## src/nvmc_pkg.sv

```systemverilog
/*
  Constants for the nonvolatile memory control registers: register indices,
  control bit positions, unlock pattern, reset values, timing and FSM states.
  Assumes a 125 MHz system clock and 32-bit AXI4-Lite access.
*/
`default_nettype none
package nvmc_pkg;
  // register indices; byte address is four times the index
  localparam logic [15:0] IDX_ADDR = 16'h1C8C;
  localparam logic [15:0] IDX_DATA = 16'h1C8E;
  localparam logic [15:0] IDX_CTRL = 16'h1C90;
  localparam logic [15:0] IDX_UNLK = 16'h1C91;
  localparam int AXI_AW = 18;
  // control bit positions
  localparam int CB_REGION = 6;
  localparam int CB_LATCH = 5;
  localparam int CB_ERASE = 4;
  localparam int CB_FAULT = 3;
  localparam int CB_ALLOW = 2;
  localparam int CB_WRITE = 1;
  localparam int CB_READ = 0;
  localparam logic [6:0] CTRL_RESET = 7'h00;
  localparam logic [15:0] ADDR_RESET = 16'h0000;
  localparam logic [7:0] UNLOCK_1 = 8'h55;
  localparam logic [7:0] UNLOCK_2 = 8'hAA;
  localparam logic [13:0] LATCH_RESET = 14'h3FFF;
  localparam int ROW_WORDS = 32;
  localparam logic [11:0] ROW_LAST = 12'h01F;
  // self-timed program/erase; time value is a plain default
  localparam int CLK_PERIOD_NS = 8;
  localparam int PROG_TIME_NS = 2000;
  localparam int PROG_CYCLES = (PROG_TIME_NS + CLK_PERIOD_NS - 1) / CLK_PERIOD_NS;
  localparam logic [1:0] RESP_OKAY = 2'h0;
  localparam logic [1:0] RESP_DECERR = 2'h3;
  typedef enum logic [4:0] {
    ST_IDLE = 5'h01,
    ST_READ = 5'h02,
    ST_RCAP = 5'h04,
    ST_ROW = 5'h08,
    ST_TIME = 5'h10
  } nvmc_state_t;
endpackage : nvmc_pkg
`default_nettype wire

```

## src/nvmc_top.sv

```systemverilog
/*
  Nonvolatile memory control registers behind an AXI4-Lite slave: address,
  data, control and unlock registers, 32-word write latches, read and
  self-timed program/erase sequencing toward the memory array.
  Assumes a memory array answering a read one cycle after o_mem_re, a
  same-clock write-protect level, and a separate power-on reset.
*/
// Implementation choice: the AXI4-Lite register port.
`timescale 1ns/10ps
`default_nettype none
module nvmc_top #(
  parameter int PROG_CYCLES = nvmc_pkg::PROG_CYCLES
) (
  // clock and resets
  input wire logic i_clk_sys,
  input wire logic i_rst_n,
  input wire logic i_por_n,
  // axi4-lite write
  input wire logic i_axi_awvalid,
  output logic o_axi_awready,
  input wire logic [nvmc_pkg::AXI_AW-1:0] i_axi_awaddr,
  input wire logic i_axi_wvalid,
  output logic o_axi_wready,
  input wire logic [31:0] i_axi_wdata,
  input wire logic [3:0] i_axi_wstrb,
  output logic o_axi_bvalid,
  input wire logic i_axi_bready,
  output logic [1:0] o_axi_bresp,
  // axi4-lite read
  input wire logic i_axi_arvalid,
  output logic o_axi_arready,
  input wire logic [nvmc_pkg::AXI_AW-1:0] i_axi_araddr,
  output logic o_axi_rvalid,
  input wire logic i_axi_rready,
  output logic [31:0] o_axi_rdata,
  output logic [1:0] o_axi_rresp,
  // memory array
  output logic [14:0] o_mem_addr,
  output logic o_mem_region,
  output logic o_mem_re,
  output logic o_mem_we,
  output logic o_mem_erase,
  output logic [13:0] o_mem_wdata,
  input wire logic [13:0] i_mem_rdata,
  input wire logic i_mem_wp,
  // completion event
  output logic o_program_done_flag
);
  import nvmc_pkg::*;

  if (PROG_CYCLES < 1 || PROG_CYCLES > 4095) begin : g_chk
    $error("PROG_CYCLES out of range");
  end

  localparam logic [11:0] PROG_CNT = 12'(PROG_CYCLES);

  // bus slave state
  logic aw_ok_r, aw_ok_nxt, w_ok_r, w_ok_nxt, bvalid_r, bvalid_nxt, rvalid_r, rvalid_nxt;
  logic [AXI_AW-1:0] aw_addr_r, aw_addr_nxt;
  logic [31:0] wd, wd_nxt, rdata_r, rdata_nxt, rd_mux;
  logic [3:0] strb_r, strb_nxt;
  logic [1:0] bresp_r, bresp_nxt, rresp_r, rresp_nxt;
  logic rd_hit, wr_fire, hit_addr, hit_data, hit_ctrl, hit_unlk, sw_ctrl;
  // control state
  nvmc_state_t state_r, state_nxt;
  logic [6:0] ctrl_r, ctrl_nxt;
  logic [15:0] adr_r, adr_nxt;
  logic [13:0] data_r, data_nxt;
  logic [1:0] ul_r, ul_nxt;
  logic [11:0] cnt_r, cnt_nxt;
  logic mark_r, mark_nxt, fault_set, lat_we, lat_clr;
  logic mem_re_nxt, mem_we_nxt, mem_erase_nxt, done_nxt;
  logic [14:0] mem_addr_nxt;
  logic [13:0] mem_wdata_nxt;
  logic [13:0] latch_r [ROW_WORDS];

  assign o_axi_awready = !aw_ok_r && !bvalid_r;
  assign o_axi_wready = !w_ok_r && !bvalid_r;
  assign o_axi_arready = !rvalid_r;
  assign o_axi_bvalid = bvalid_r;
  assign o_axi_bresp = bresp_r;
  assign o_axi_rvalid = rvalid_r;
  assign o_axi_rdata = rdata_r;
  assign o_axi_rresp = rresp_r;
  assign wr_fire = aw_ok_r && w_ok_r;
  assign hit_addr = aw_addr_r == {IDX_ADDR, 2'h0};
  assign hit_data = aw_addr_r == {IDX_DATA, 2'h0};
  assign hit_ctrl = aw_addr_r == {IDX_CTRL, 2'h0};
  assign hit_unlk = aw_addr_r == {IDX_UNLK, 2'h0};
  assign sw_ctrl = wr_fire && hit_ctrl && strb_r[0];
  assign o_mem_region = ctrl_r[CB_REGION];

  // read mux; bit 7 of control is absent and the unlock pattern is not kept
  always_comb begin : rd_decode
    rd_hit = 1'b1;
    case (i_axi_araddr)
      {IDX_ADDR, 2'h0}: rd_mux = {16'h0000, adr_r};
      {IDX_DATA, 2'h0}: rd_mux = {18'h00000, data_r};
      {IDX_CTRL, 2'h0}: rd_mux = {25'h0000000, ctrl_r};
      {IDX_UNLK, 2'h0}: rd_mux = 32'h00000000;
      default: begin
        rd_mux = 32'h00000000;
        rd_hit = 1'b0;
      end
    endcase
  end

  always_comb begin : bus_next
    aw_ok_nxt = aw_ok_r;
    aw_addr_nxt = aw_addr_r;
    w_ok_nxt = w_ok_r;
    wd_nxt = wd;
    strb_nxt = strb_r;
    bvalid_nxt = bvalid_r;
    bresp_nxt = bresp_r;
    rvalid_nxt = rvalid_r;
    rdata_nxt = rdata_r;
    rresp_nxt = rresp_r;
    if (i_axi_awvalid && o_axi_awready) begin
      aw_ok_nxt = 1'b1;
      aw_addr_nxt = i_axi_awaddr;
    end
    if (i_axi_wvalid && o_axi_wready) begin
      w_ok_nxt = 1'b1;
      wd_nxt = i_axi_wdata;
      strb_nxt = i_axi_wstrb;
    end
    if (wr_fire) begin
      aw_ok_nxt = 1'b0;
      w_ok_nxt = 1'b0;
      bvalid_nxt = 1'b1;
      bresp_nxt = (hit_addr || hit_data || hit_ctrl || hit_unlk) ? RESP_OKAY : RESP_DECERR;
    end else if (bvalid_r && i_axi_bready) begin
      bvalid_nxt = 1'b0;
    end
    if (i_axi_arvalid && o_axi_arready) begin
      rvalid_nxt = 1'b1;
      rdata_nxt = rd_mux;
      rresp_nxt = rd_hit ? RESP_OKAY : RESP_DECERR;
    end else if (rvalid_r && i_axi_rready) begin
      rvalid_nxt = 1'b0;
    end
  end

  always_ff @(posedge i_clk_sys or negedge i_rst_n) begin : bus_regs
    if (!i_rst_n) begin
      aw_ok_r <= 1'b0;
      aw_addr_r <= '0;
      w_ok_r <= 1'b0;
      wd <= 32'h00000000;
      strb_r <= 4'h0;
      bvalid_r <= 1'b0;
      bresp_r <= RESP_OKAY;
      rvalid_r <= 1'b0;
      rdata_r <= 32'h00000000;
      rresp_r <= RESP_OKAY;
    end else begin
      aw_ok_r <= aw_ok_nxt;
      aw_addr_r <= aw_addr_nxt;
      w_ok_r <= w_ok_nxt;
      wd <= wd_nxt;
      strb_r <= strb_nxt;
      bvalid_r <= bvalid_nxt;
      bresp_r <= bresp_nxt;
      rvalid_r <= rvalid_nxt;
      rdata_r <= rdata_nxt;
      rresp_r <= rresp_nxt;
    end
  end

  always_comb begin : ctrl_next
    ctrl_nxt = ctrl_r;
    ul_nxt = ul_r;
    state_nxt = state_r;
    cnt_nxt = cnt_r;
    adr_nxt = adr_r;
    mark_nxt = mark_r;
    mem_re_nxt = 1'b0;
    mem_we_nxt = 1'b0;
    mem_erase_nxt = 1'b0;
    mem_addr_nxt = o_mem_addr;
    mem_wdata_nxt = o_mem_wdata;
    done_nxt = 1'b0;
    fault_set = 1'b0;
    lat_we = 1'b0;
    lat_clr = 1'b0;
    if (wr_fire && hit_addr) begin
      if (strb_r[0]) adr_nxt[7:0] = wd[7:0];
      if (strb_r[1]) adr_nxt[15:8] = wd[15:8];
    end
    // any other write between the pattern bytes and the start breaks the unlock
    if (wr_fire) begin
      if (hit_unlk && strb_r[0]) begin
        if (wd[7:0] == UNLOCK_1) begin
          ul_nxt = 2'h1;
        end else if (wd[7:0] == UNLOCK_2 && ul_r == 2'h1) begin
          ul_nxt = 2'h2;
        end else begin
          fault_set = ul_r != 2'h0;
          ul_nxt = 2'h0;
        end
      end else begin
        fault_set = (ul_r != 2'h0) && !(sw_ctrl && wd[CB_WRITE] && ul_r == 2'h2);
        ul_nxt = 2'h0;
      end
    end
    if (sw_ctrl) begin
      ctrl_nxt[CB_FAULT] = wd[CB_FAULT];
      ctrl_nxt[CB_ALLOW] = wd[CB_ALLOW];
      if (state_r == ST_IDLE) begin
        ctrl_nxt[CB_REGION] = wd[CB_REGION];
        ctrl_nxt[CB_LATCH] = wd[CB_LATCH];
        if (wd[CB_ERASE]) ctrl_nxt[CB_ERASE] = 1'b1;
      end
    end
    case (state_r)
      ST_IDLE: begin
        // a marker surviving reset means a self-write was cut short
        if (mark_r) begin
          fault_set = 1'b1;
          mark_nxt = 1'b0;
        end
        if (sw_ctrl && wd[CB_WRITE] && ul_r == 2'h2 && ctrl_nxt[CB_ALLOW]) begin
          mem_addr_nxt = adr_nxt[14:0];
          if (!ctrl_nxt[CB_ERASE] && ctrl_nxt[CB_LATCH]) begin
            lat_we = 1'b1;
          end else if (i_mem_wp) begin
            fault_set = 1'b1;
          end else begin
            ctrl_nxt[CB_WRITE] = 1'b1;
            mark_nxt = 1'b1;
            cnt_nxt = 12'h000;
            if (ctrl_nxt[CB_ERASE]) begin
              mem_erase_nxt = 1'b1;
              cnt_nxt = PROG_CNT;
              state_nxt = ST_TIME;
            end else if (ctrl_nxt[CB_REGION]) begin
              mem_we_nxt = 1'b1;
              mem_wdata_nxt = data_r;
              cnt_nxt = PROG_CNT;
              state_nxt = ST_TIME;
            end else begin
              state_nxt = ST_ROW;
            end
          end
        end else if (sw_ctrl && wd[CB_READ]) begin
          ctrl_nxt[CB_READ] = 1'b1;
          mem_re_nxt = 1'b1;
          mem_addr_nxt = adr_nxt[14:0];
          state_nxt = ST_READ;
        end
      end
      ST_READ: state_nxt = ST_RCAP;
      ST_RCAP: begin
        ctrl_nxt[CB_READ] = 1'b0;
        state_nxt = ST_IDLE;
      end
      ST_ROW: begin
        mem_we_nxt = 1'b1;
        mem_addr_nxt = {adr_r[14:5], cnt_r[4:0]};
        mem_wdata_nxt = latch_r[cnt_r[4:0]];
        cnt_nxt = cnt_r + 12'h001;
        if (cnt_r == ROW_LAST) begin
          lat_clr = 1'b1;
          cnt_nxt = PROG_CNT;
          state_nxt = ST_TIME;
        end
      end
      ST_TIME: begin
        // software zero writes cannot touch the start bit while timing
        cnt_nxt = cnt_r - 12'h001;
        if (cnt_r == 12'h001) begin
          ctrl_nxt[CB_WRITE] = 1'b0;
          ctrl_nxt[CB_ERASE] = 1'b0;
          done_nxt = ctrl_r[CB_REGION];
          mark_nxt = 1'b0;
          state_nxt = ST_IDLE;
        end
      end
      default: state_nxt = ST_IDLE;
    endcase
    if (fault_set) ctrl_nxt[CB_FAULT] = 1'b1;
    if (!i_rst_n) mark_nxt = mark_r;
  end

  always_ff @(posedge i_clk_sys or negedge i_rst_n) begin : ctrl_regs
    if (!i_rst_n) begin
      ctrl_r <= CTRL_RESET;
      ul_r <= 2'h0;
      state_r <= ST_IDLE;
      cnt_r <= 12'h000;
      adr_r <= ADDR_RESET;
      o_mem_re <= 1'b0;
      o_mem_we <= 1'b0;
      o_mem_erase <= 1'b0;
      o_mem_addr <= 15'h0000;
      o_mem_wdata <= 14'h0000;
      o_program_done_flag <= 1'b0;
    end else begin
      ctrl_r <= ctrl_nxt;
      ul_r <= ul_nxt;
      state_r <= state_nxt;
      cnt_r <= cnt_nxt;
      adr_r <= adr_nxt;
      o_mem_re <= mem_re_nxt;
      o_mem_we <= mem_we_nxt;
      o_mem_erase <= mem_erase_nxt;
      o_mem_addr <= mem_addr_nxt;
      o_mem_wdata <= mem_wdata_nxt;
      o_program_done_flag <= done_nxt;
    end
  end

  // operation marker is reset only by power-on, so a warm reset can be detected
  always_ff @(posedge i_clk_sys or negedge i_por_n) begin : mark_reg
    if (!i_por_n) mark_r <= 1'b0;
    else mark_r <= mark_nxt;
  end

  always_comb begin : data_next
    data_nxt = data_r;
    if (wr_fire && hit_data) begin
      if (strb_r[0]) data_nxt[7:0] = wd[7:0];
      if (strb_r[1]) data_nxt[13:8] = wd[13:8];
    end
    if (state_r == ST_RCAP) data_nxt = i_mem_rdata;
  end

  // no reset on purpose: contents survive every reset
  always_ff @(posedge i_clk_sys) begin : data_reg
    data_r <= data_nxt;
  end

  always_ff @(posedge i_clk_sys or negedge i_rst_n) begin : latch_regs
    if (!i_rst_n) begin
      for (int i = 0; i < ROW_WORDS; i++) latch_r[i] <= LATCH_RESET;
    end else if (lat_clr) begin
      for (int i = 0; i < ROW_WORDS; i++) latch_r[i] <= LATCH_RESET;
    end else if (lat_we) begin
      latch_r[adr_nxt[4:0]] <= data_r;
    end
  end
endmodule : nvmc_top
`default_nettype wire

```

## config.mk

```make
export PLATFORM = sky130hd
export DESIGN_NAME = nvmc_top
export DESIGN_NICKNAME = d
export VERILOG_FILES = /design/src/nvmc_pkg.sv /design/src/nvmc_top.sv
export SDC_FILE = /design/constraint.sdc
export NUM_CORES = 1
export LEC_CHECK = 0
export ABC_AREA = 1
export BUFFER_PORTS_ARGS = -buffer_cell sky130_fd_sc_hd__buf_4
export CAP_MARGIN = 30
export CORE_MARGIN = 2
export CORE_UTILIZATION = 35
export DETAILED_ROUTE_END_ITERATION = 6
export REMOVE_ABC_BUFFERS = 1
export SYNTH_ARGS = -nofsm -noshare
export SYNTH_HDL_FRONTEND = slang
export SYNTH_SLANG_ARGS = --single-unit
```

## constraint.sdc

```tcl
create_clock -name i_clk_sys -period 3.2 [get_ports i_clk_sys]
set_input_delay 0.32 -clock i_clk_sys [delete_from_list [all_inputs] [get_ports i_clk_sys]]
set_output_delay 0.32 -clock i_clk_sys [all_outputs]
set_load 0.05 [all_outputs]
```

# Word level (Yosys, flattened, before mapping)
# Cells that the tools add are included.
[word_totals]
out_inout_bits = 75
elab_cells = 256
inputBits = 95
ff_bits = 614
[op_classes]
n_reduce_logical = 55
eq_ne = 31
add_sub_neg = 2
muxes = 103
order_cmp = 3
n_bitwise = 2
[ops]
columns = ["cell", "n"]
rows = [
  ["$mux W448", 2],
  ["$bwmux W448", 1],
  ["$eq A18 B15 Y1 const B", 8],
  ["$mux W14", 10],
  ["$bmux W14 S5", 1],
  ["$demux W14 S5", 1],
  ["$mux W1", 51],
  ["$mux W12", 4],
  ["$pmux W16 S3", 1],
  ["$mux W15", 3],
  ["$mux W5", 9],
  ["$pmux W12 S3", 1],
  ["$mux W8", 4],
  ["$pmux W15 S2", 1],
  ["$pmux W14 S2", 1],
  ["$reduce_bool A2 Y1", 13],
  ["$logic_and A1 B1 Y1", 21],
  ["$pmux W5 S4", 1],
  ["$ne A2 B2 Y1 const B", 7],
  ["$add A12 B1 Y12 const B", 1],
  ["$eq A12 B1 Y1 const B", 1],
  ["$eq A12 B5 Y1 const B", 1],
  ["$ge A6 B6 Y1 const B", 2],
  ["$not A5 Y6", 2],
  ["28 further kinds", 49],
]

# Depth between registers and ports, before layout
[depth]
depth_word = 15
ltp_mapped = 16
ltp_nobuf = 14

# Worst setup path before layout
# OpenSTA, ideal clock, no wires.
[synth_timing]
path_type = "reg2reg"
startpoint = "register bvalid_r, in the netlist o_axi_bvalid"
endpoint = "register strb_r[0]"
period_less_slack_ns = 2.451
path_stages_with_launch = 6
arrival_time_ns = 2.373
t_required_ns = 3.122
path_slack_ns = 0.749
setup_ns = 0.078
path_buffers = 2
path_cell_list = "dfrtp_1 nor2_1 nand2_1 clkbuf_1 buf_1 a21oi_1"
[synth_via]
elab_chain_cells = 3
[synth_lines]
columns = ["item", "line", "text"]
rows = [
  ["from (decl)", "nvmc_top.sv:58", "logic aw_ok_r, aw_ok_nxt, w_ok_r, w_ok_nxt, bvalid_r, bvalid_nxt, rvalid_r, rvalid_nxt;"],
  ["from (signal assigned)", "nvmc_top.sv:163", "bvalid_r <= bvalid_nxt;"],
  ["$logic_not A1 Y1", "nvmc_top.sv:78", "assign o_axi_wready = !w_ok_r && !bvalid_r;"],
  ["$logic_and A1 B1 Y1", "nvmc_top.sv:78", ""],
  ["via o_axi_wready", "nvmc_top.sv:23", "output logic o_axi_wready,"],
  ["$logic_and A1 B1 Y1", "nvmc_top.sv:123", "if (i_axi_wvalid && o_axi_wready) begin"],
  ["to (signal assigned)", "nvmc_top.sv:162", "strb_r <= strb_nxt;"],
  ["to (decl)", "nvmc_top.sv:61", "logic [3:0] strb_r, strb_nxt;"],
]
# The timed path passes the listed nets, and every way through them passes these cells.
# A chain may end at the register's enable or synchronous reset.

# Worst setup path after layout
[layout_timing]
startpoint = "register aw_addr_r[15]"
endpoint = "register latch_r[140] (netlist bit)"
[layout_via]
elab_chain_cells = 11
elab_cells_between_ends = 25
classes_between = "order compare (2); eq/ne (2); mux (10); bitwise (1); reduce/logical (10)"
[layout_lines]
columns = ["item", "line", "text"]
rows = [
  ["from (decl)", "nvmc_top.sv:59", "logic [AXI_AW-1:0] aw_addr_r, aw_addr_nxt;"],
  ["from (signal assigned)", "nvmc_top.sv:159", "aw_addr_r <= aw_addr_nxt;"],
  ["$eq A18 B15 Y1", "nvmc_top.sv:86", "assign hit_addr = aw_addr_r == {IDX_ADDR, 2'h0};"],
  ["$logic_and A1 B1 Y1", "nvmc_top.sv:187", "if (wr_fire && hit_addr) begin"],
  ["$mux W15", "nvmc_top.sv:187", ""],
  ["$not A5 Y6 (implied by the code)", "nvmc_top.sv:340", "latch_r[adr_nxt[4:0]] <= data_r;"],
  ["$ge A6 B6 Y1 (implied by the code) or $lt A6 B1 Y1 (tied branches)", "nvmc_top.sv:340", ""],
  ["$logic_and A1 B1 Y1 (implied by the code)", "nvmc_top.sv:340", ""],
  ["$mux W14 (implied by the code)", "nvmc_top.sv:340", ""],
  ["$demux W14 S5", "nvmc_top.sv:340", ""],
  ["$bwmux W448", "nvmc_top.sv:340", ""],
  ["$mux W448", "nvmc_top.sv:339", "end else if (lat_we) begin"],
  ["$mux W448", "nvmc_top.sv:337", "end else if (lat_clr) begin"],
  ["to (signal, indexed assignment)", "nvmc_top.sv:340", ""],
  ["to (decl)", "nvmc_top.sv:75", "logic [13:0] latch_r [ROW_WORDS];"],
]
# Several ways; a longest one is shown, not always the timed one. The select of a mux whose other input is x is not followed.

==> results.yml <==
worst_hold_path:
  count_of_cells_along_the_worst_hold_path: 3
  hp-class: "input port to flop"
  whs_endpoint: "data_r[7]$_DFFE_PP_"
  hold_path_startpoint: "i_mem_rdata[7]"
final_layout:
  area_taken_by_multi_input_logic_gates_sq_um: 14050
  sequential_cell_area_sq_um: 15550
  fin_nets: 4917
  final_common_cell: "sky130_fd_sc_hd__inv_1"
  synthToLayoutAreaGrowth_pct: 14.70
  layout-drive-gt1-share_pct: 19.61
  mostFrequentLayoutCells: "986 x sky130_fd_sc_hd__inv_1, 942 x sky130_fd_sc_hd__nand2_1, 584 x sky130_fd_sc_hd__nand3_1"
  fillCellCount: 10234
route:
  route.antenna.remaining_nets: 0
  routed_wl_um: 116800
  drc_errors: 0
  drt_iter0_drc: 3407
  first_pass_iters: 5
  detail_route.vias_per_cell: 5.237
  drt-wirelength-per-cell_um: 18.91
  vias: 32354
synthesis:
  ys.warnings.count: 0
  ys_async_sr_fraction_pct: 97.65
  synth_seq_area_share_pct: 44.10
  synthesis.instances: 4819
  ys_seq_elements: 596
  syn-cell-area_sq_um: 35250
  synth_edf_count: 14
  synthesized_area_per_cell_sq_um: 7.315
  ys_types: 46
  synth-main-ff-cell: "sky130_fd_sc_hd__dfstp_2"
placed_design:
  globalplace.congestion: 0.8933
  placement.io_buffers: 135
  post-place-ws_ps: 219.3
  place.detailed.hpwl_um: 71770
floorplanning:
  io_pins: 170
  chipHeight_um: 321.4
  floorplan.die.width_um: 321.4
  core_area_sq_um: 100000
  initial_core_util_pct: 35.25
  core.rowCount: 116
  die_area_sq_um: 103300
global_route:
  grt_max_degree: 193
  grt_pass1_wl_um: 182400
  grt_pass1_vias: 30383
  number_of_antenna_violations_at_the_first_check_in_global_routing: 1
  track_usage_pct: 22.43
  globalRoute.totalOverflow: 0
critical_path:
  rr_worst_depth: 14
  cp_data_required_time_ps: 3770
  regToRegEndpoint: "latch_r[140]$_DFFE_PN1P_"
  crit-reg2reg-launch: "aw_addr_r[15]$_DFFE_PN0P_"
  path_class: "flop to flop"
  setup_crit_end_kind: "flop"
  cp_max_fo: 14
  critical_path.startpoint_type: "flop"
  cp.arrival_ps: 3510
  reg2reg_setup_slack_ps: 250
pwr:
  ir_drop_mv: 0.3233
  power_density_nw_per_um2: 438.2
  leakage_component_of_the_power_nw: 21.61
cts:
  cts-buffers-inserted: 73
  insertion_delay_ps: 630
  tritoncts: "yes"
  cts_root_buffer: "sky130_fd_sc_hd__clkbuf_16"
  cts-root-to-sink-buffers: 3
  postcts_setup_bufs: 0
  clkSinkCount: 596
  clk_pin_slew_worst_paths_ps: 60
  ctsHtreeMaxLevel: 3
sta:
  final_setup_violation_count: 0
  worst_pin_slew_ps: 1131
  timing.clock.skew_ps: 33.08
  finalHoldViolations: 0
  final_period_minus_worst_setup_slack_ps: 2946
  fin_worst_hold_slack_ps: 23.04
  finalCritPeriodShare_pct: 92.07
  final_critical_path_setup_slack_ps: 253.7
  final_max_slew_viol_count: 0
  clock.fmax_ghz: 0.3394
  worst_slew_margin_rel_pct: 24.61
  rsz_0062_raised_after_global_routing: "true"
status:
  status: "finished, final reports clean"
job:
  timing.max_cap.violations: 0
[logic make-up (layout without fill, tap and decap cells)]
| kind of cell | count (synthesis) | after routing | synth area share [%] |
|---|---|---|---|
| compound gates | 537 | 537 | 8.316 |
| xor+xnor | 3 | 3 | 0.07455 |
| fa+ha+maj | 3 | 3 | 0.1065 |
| buf+inv | 1430 | 1475 | 16.33 |
| flops | 596 | 596 | 44.10 |
| mux | 13 | 13 | 0.4153 |
| other cells | 1 | 17 | 0.01064 |
| simple gates | 2236 | 2236 | 30.65 |
[state kept, by name, summed over array words and instances (netlist names), 5 cells and up]
signal       cells
state_r          5
aw_addr_r       18
data_r          14
o_mem_wdata     14
o_mem_addr      15
cnt_r           12
o_axi_rdata     16
latch_r        448
adr_r           16
ctrl_r           7
wd              16
[synthesized netlist by cell type, types with 2 or more instances]
library cell	count	area, sq um
sky130_fd_sc_hd__a21oi_1	231	1156
sky130_fd_sc_hd__buf_4	33	247.7
sky130_fd_sc_hd__xor2_1	2	17.52
sky130_fd_sc_hd__mux2_2	13	146.4
sky130_fd_sc_hd__nand3b_1	2	15.01
sky130_fd_sc_hd__nor4_1	10	62.56
sky130_fd_sc_hd__o21ai_4	2	32.53
sky130_fd_sc_hd__buf_1	48	180.2
sky130_fd_sc_hd__nand2_4	8	90.09
sky130_fd_sc_hd__nor2_1	130	488.0
sky130_fd_sc_hd__o21ai_0	208	1041
sky130_fd_sc_hd__nor3_1	12	60.06
sky130_fd_sc_hd__dfstp_2	449	11800
sky130_fd_sc_hd__buf_6	14	157.7
sky130_fd_sc_hd__edfxtp_1	14	420.4
sky130_fd_sc_hd__clkinv_1	18	67.56
sky130_fd_sc_hd__nand3_2	15	150.1
sky130_fd_sc_hd__ha_1	3	37.54
sky130_fd_sc_hd__o32ai_1	2	17.52
sky130_fd_sc_hd__nand4_1	467	2922
sky130_fd_sc_hd__o22ai_1	14	87.58
sky130_fd_sc_hd__nor2_4	18	202.7
sky130_fd_sc_hd__inv_1	988	3709
sky130_fd_sc_hd__dfrtp_1	133	3328
sky130_fd_sc_hd__o31ai_1	3	22.52
sky130_fd_sc_hd__o211ai_1	66	495.5
sky130_fd_sc_hd__nand3_1	585	2928
sky130_fd_sc_hd__nand2_1	952	3573
sky130_fd_sc_hd__clkinv_2	2	10.01
sky130_fd_sc_hd__clkbuf_1	177	664.4
sky130_fd_sc_hd__nand3_4	5	87.58
sky130_fd_sc_hd__nand2_2	20	125.1
sky130_fd_sc_hd__a211oi_1	9	67.56
sky130_fd_sc_hd__inv_2	28	105.1
sky130_fd_sc_hd__buf_2	120	600.6
sky130_fd_sc_hd__nor2_2	8	50.05
[worst max-delay path, stage by stage (launching register included)]
cell and delay (ps):
sky130_fd_sc_hd__dfrtp_1 390, sky130_fd_sc_hd__inv_1 80, sky130_fd_sc_hd__nand2_1 50, sky130_fd_sc_hd__nor2_1 110, sky130_fd_sc_hd__nand2_1 110, sky130_fd_sc_hd__nor2_1 240
sky130_fd_sc_hd__nand4_1 210, sky130_fd_sc_hd__clkinv_1 120, sky130_fd_sc_hd__nand2_1 90, sky130_fd_sc_hd__nor2_4 450, sky130_fd_sc_hd__buf_4 260, sky130_fd_sc_hd__nand2_1 420
sky130_fd_sc_hd__nand3_1 220, sky130_fd_sc_hd__nand2_1 70, sky130_fd_sc_hd__inv_1 50
[metal layers]
metal / vias to the layer above / share of wire (%) / global-route usage (%)
li1: 15438 / - / -
met2: 1130 / 45 / 34.59
met3: 245 / 7.2 / 3.627
met5: - / 0.011 / 0
met1: 15539 / 44 / 31.25
met4: 2 / 4.4 / 9.180
[power by group]
part / internal [W] / switching (W)
Sequential: 0.00787 / 0.000209
Combinational: 0.000471 / 0.000890
Clock: 0.00483 / 0.00345
Total: 0.0132 / 0.00454
[area by class of cell]
type,instances,area share (%)
clock inverter,20,0.4023
sequential,596,38.47
clock buffer,115,5.456
inverter,1038,9.667
antenna,1,0.006189
tap,1298,4.017
timing repair buffer,302,7.235
multi-input combinational,2808,34.75
[how the worst max path moves through the flow]
stage                               from  cells past startpoint                       end
3_3_place_gp   aw_addr_r[15]$_DFFE_PN0P_                     14  latch_r[429]$_DFFE_PN1P_
5_1_grt        aw_addr_r[15]$_DFFE_PN0P_                     14  latch_r[272]$_DFFE_PN1P_
6_report       aw_addr_r[15]$_DFFE_PN0P_                     14  latch_r[140]$_DFFE_PN1P_
4_1_cts        aw_addr_r[15]$_DFFE_PN0P_                     14  latch_r[422]$_DFFE_PN1P_
3_5_place_dp   aw_addr_r[15]$_DFFE_PN0P_                     14  latch_r[423]$_DFFE_PN1P_
2_1_floorplan       cnt_r[0]$_DFFE_PN0P_                      9  latch_r[354]$_DFFE_PN1P_
[repair_timing]
action / 4_1_cts / 5_1_grt
hold buffers: 45 / 0
gates resized for setup: 0 / 9
endpoints found under the hold margin: 78 / 0
endpoints found under the setup margin: 0 / 53
[metrics by stage]
step	cells	instance area, sq um	power [W]	util [%]	setup TNS (ps)
after global placement	5993	37520	0.009444	37.52	0
after CTS	6176	40400	0.01786	40.40	0
after floorplan	4442	33460	0.008899	-	-6167380
final	6178	40430	0.01772	40.43	0
after detailed placement	5996	37580	0.009510	37.58	0
after global routing	6177	40430	0.01835	40.43	-50.06
Note: power is estimated with default switching activity, not from simulation.
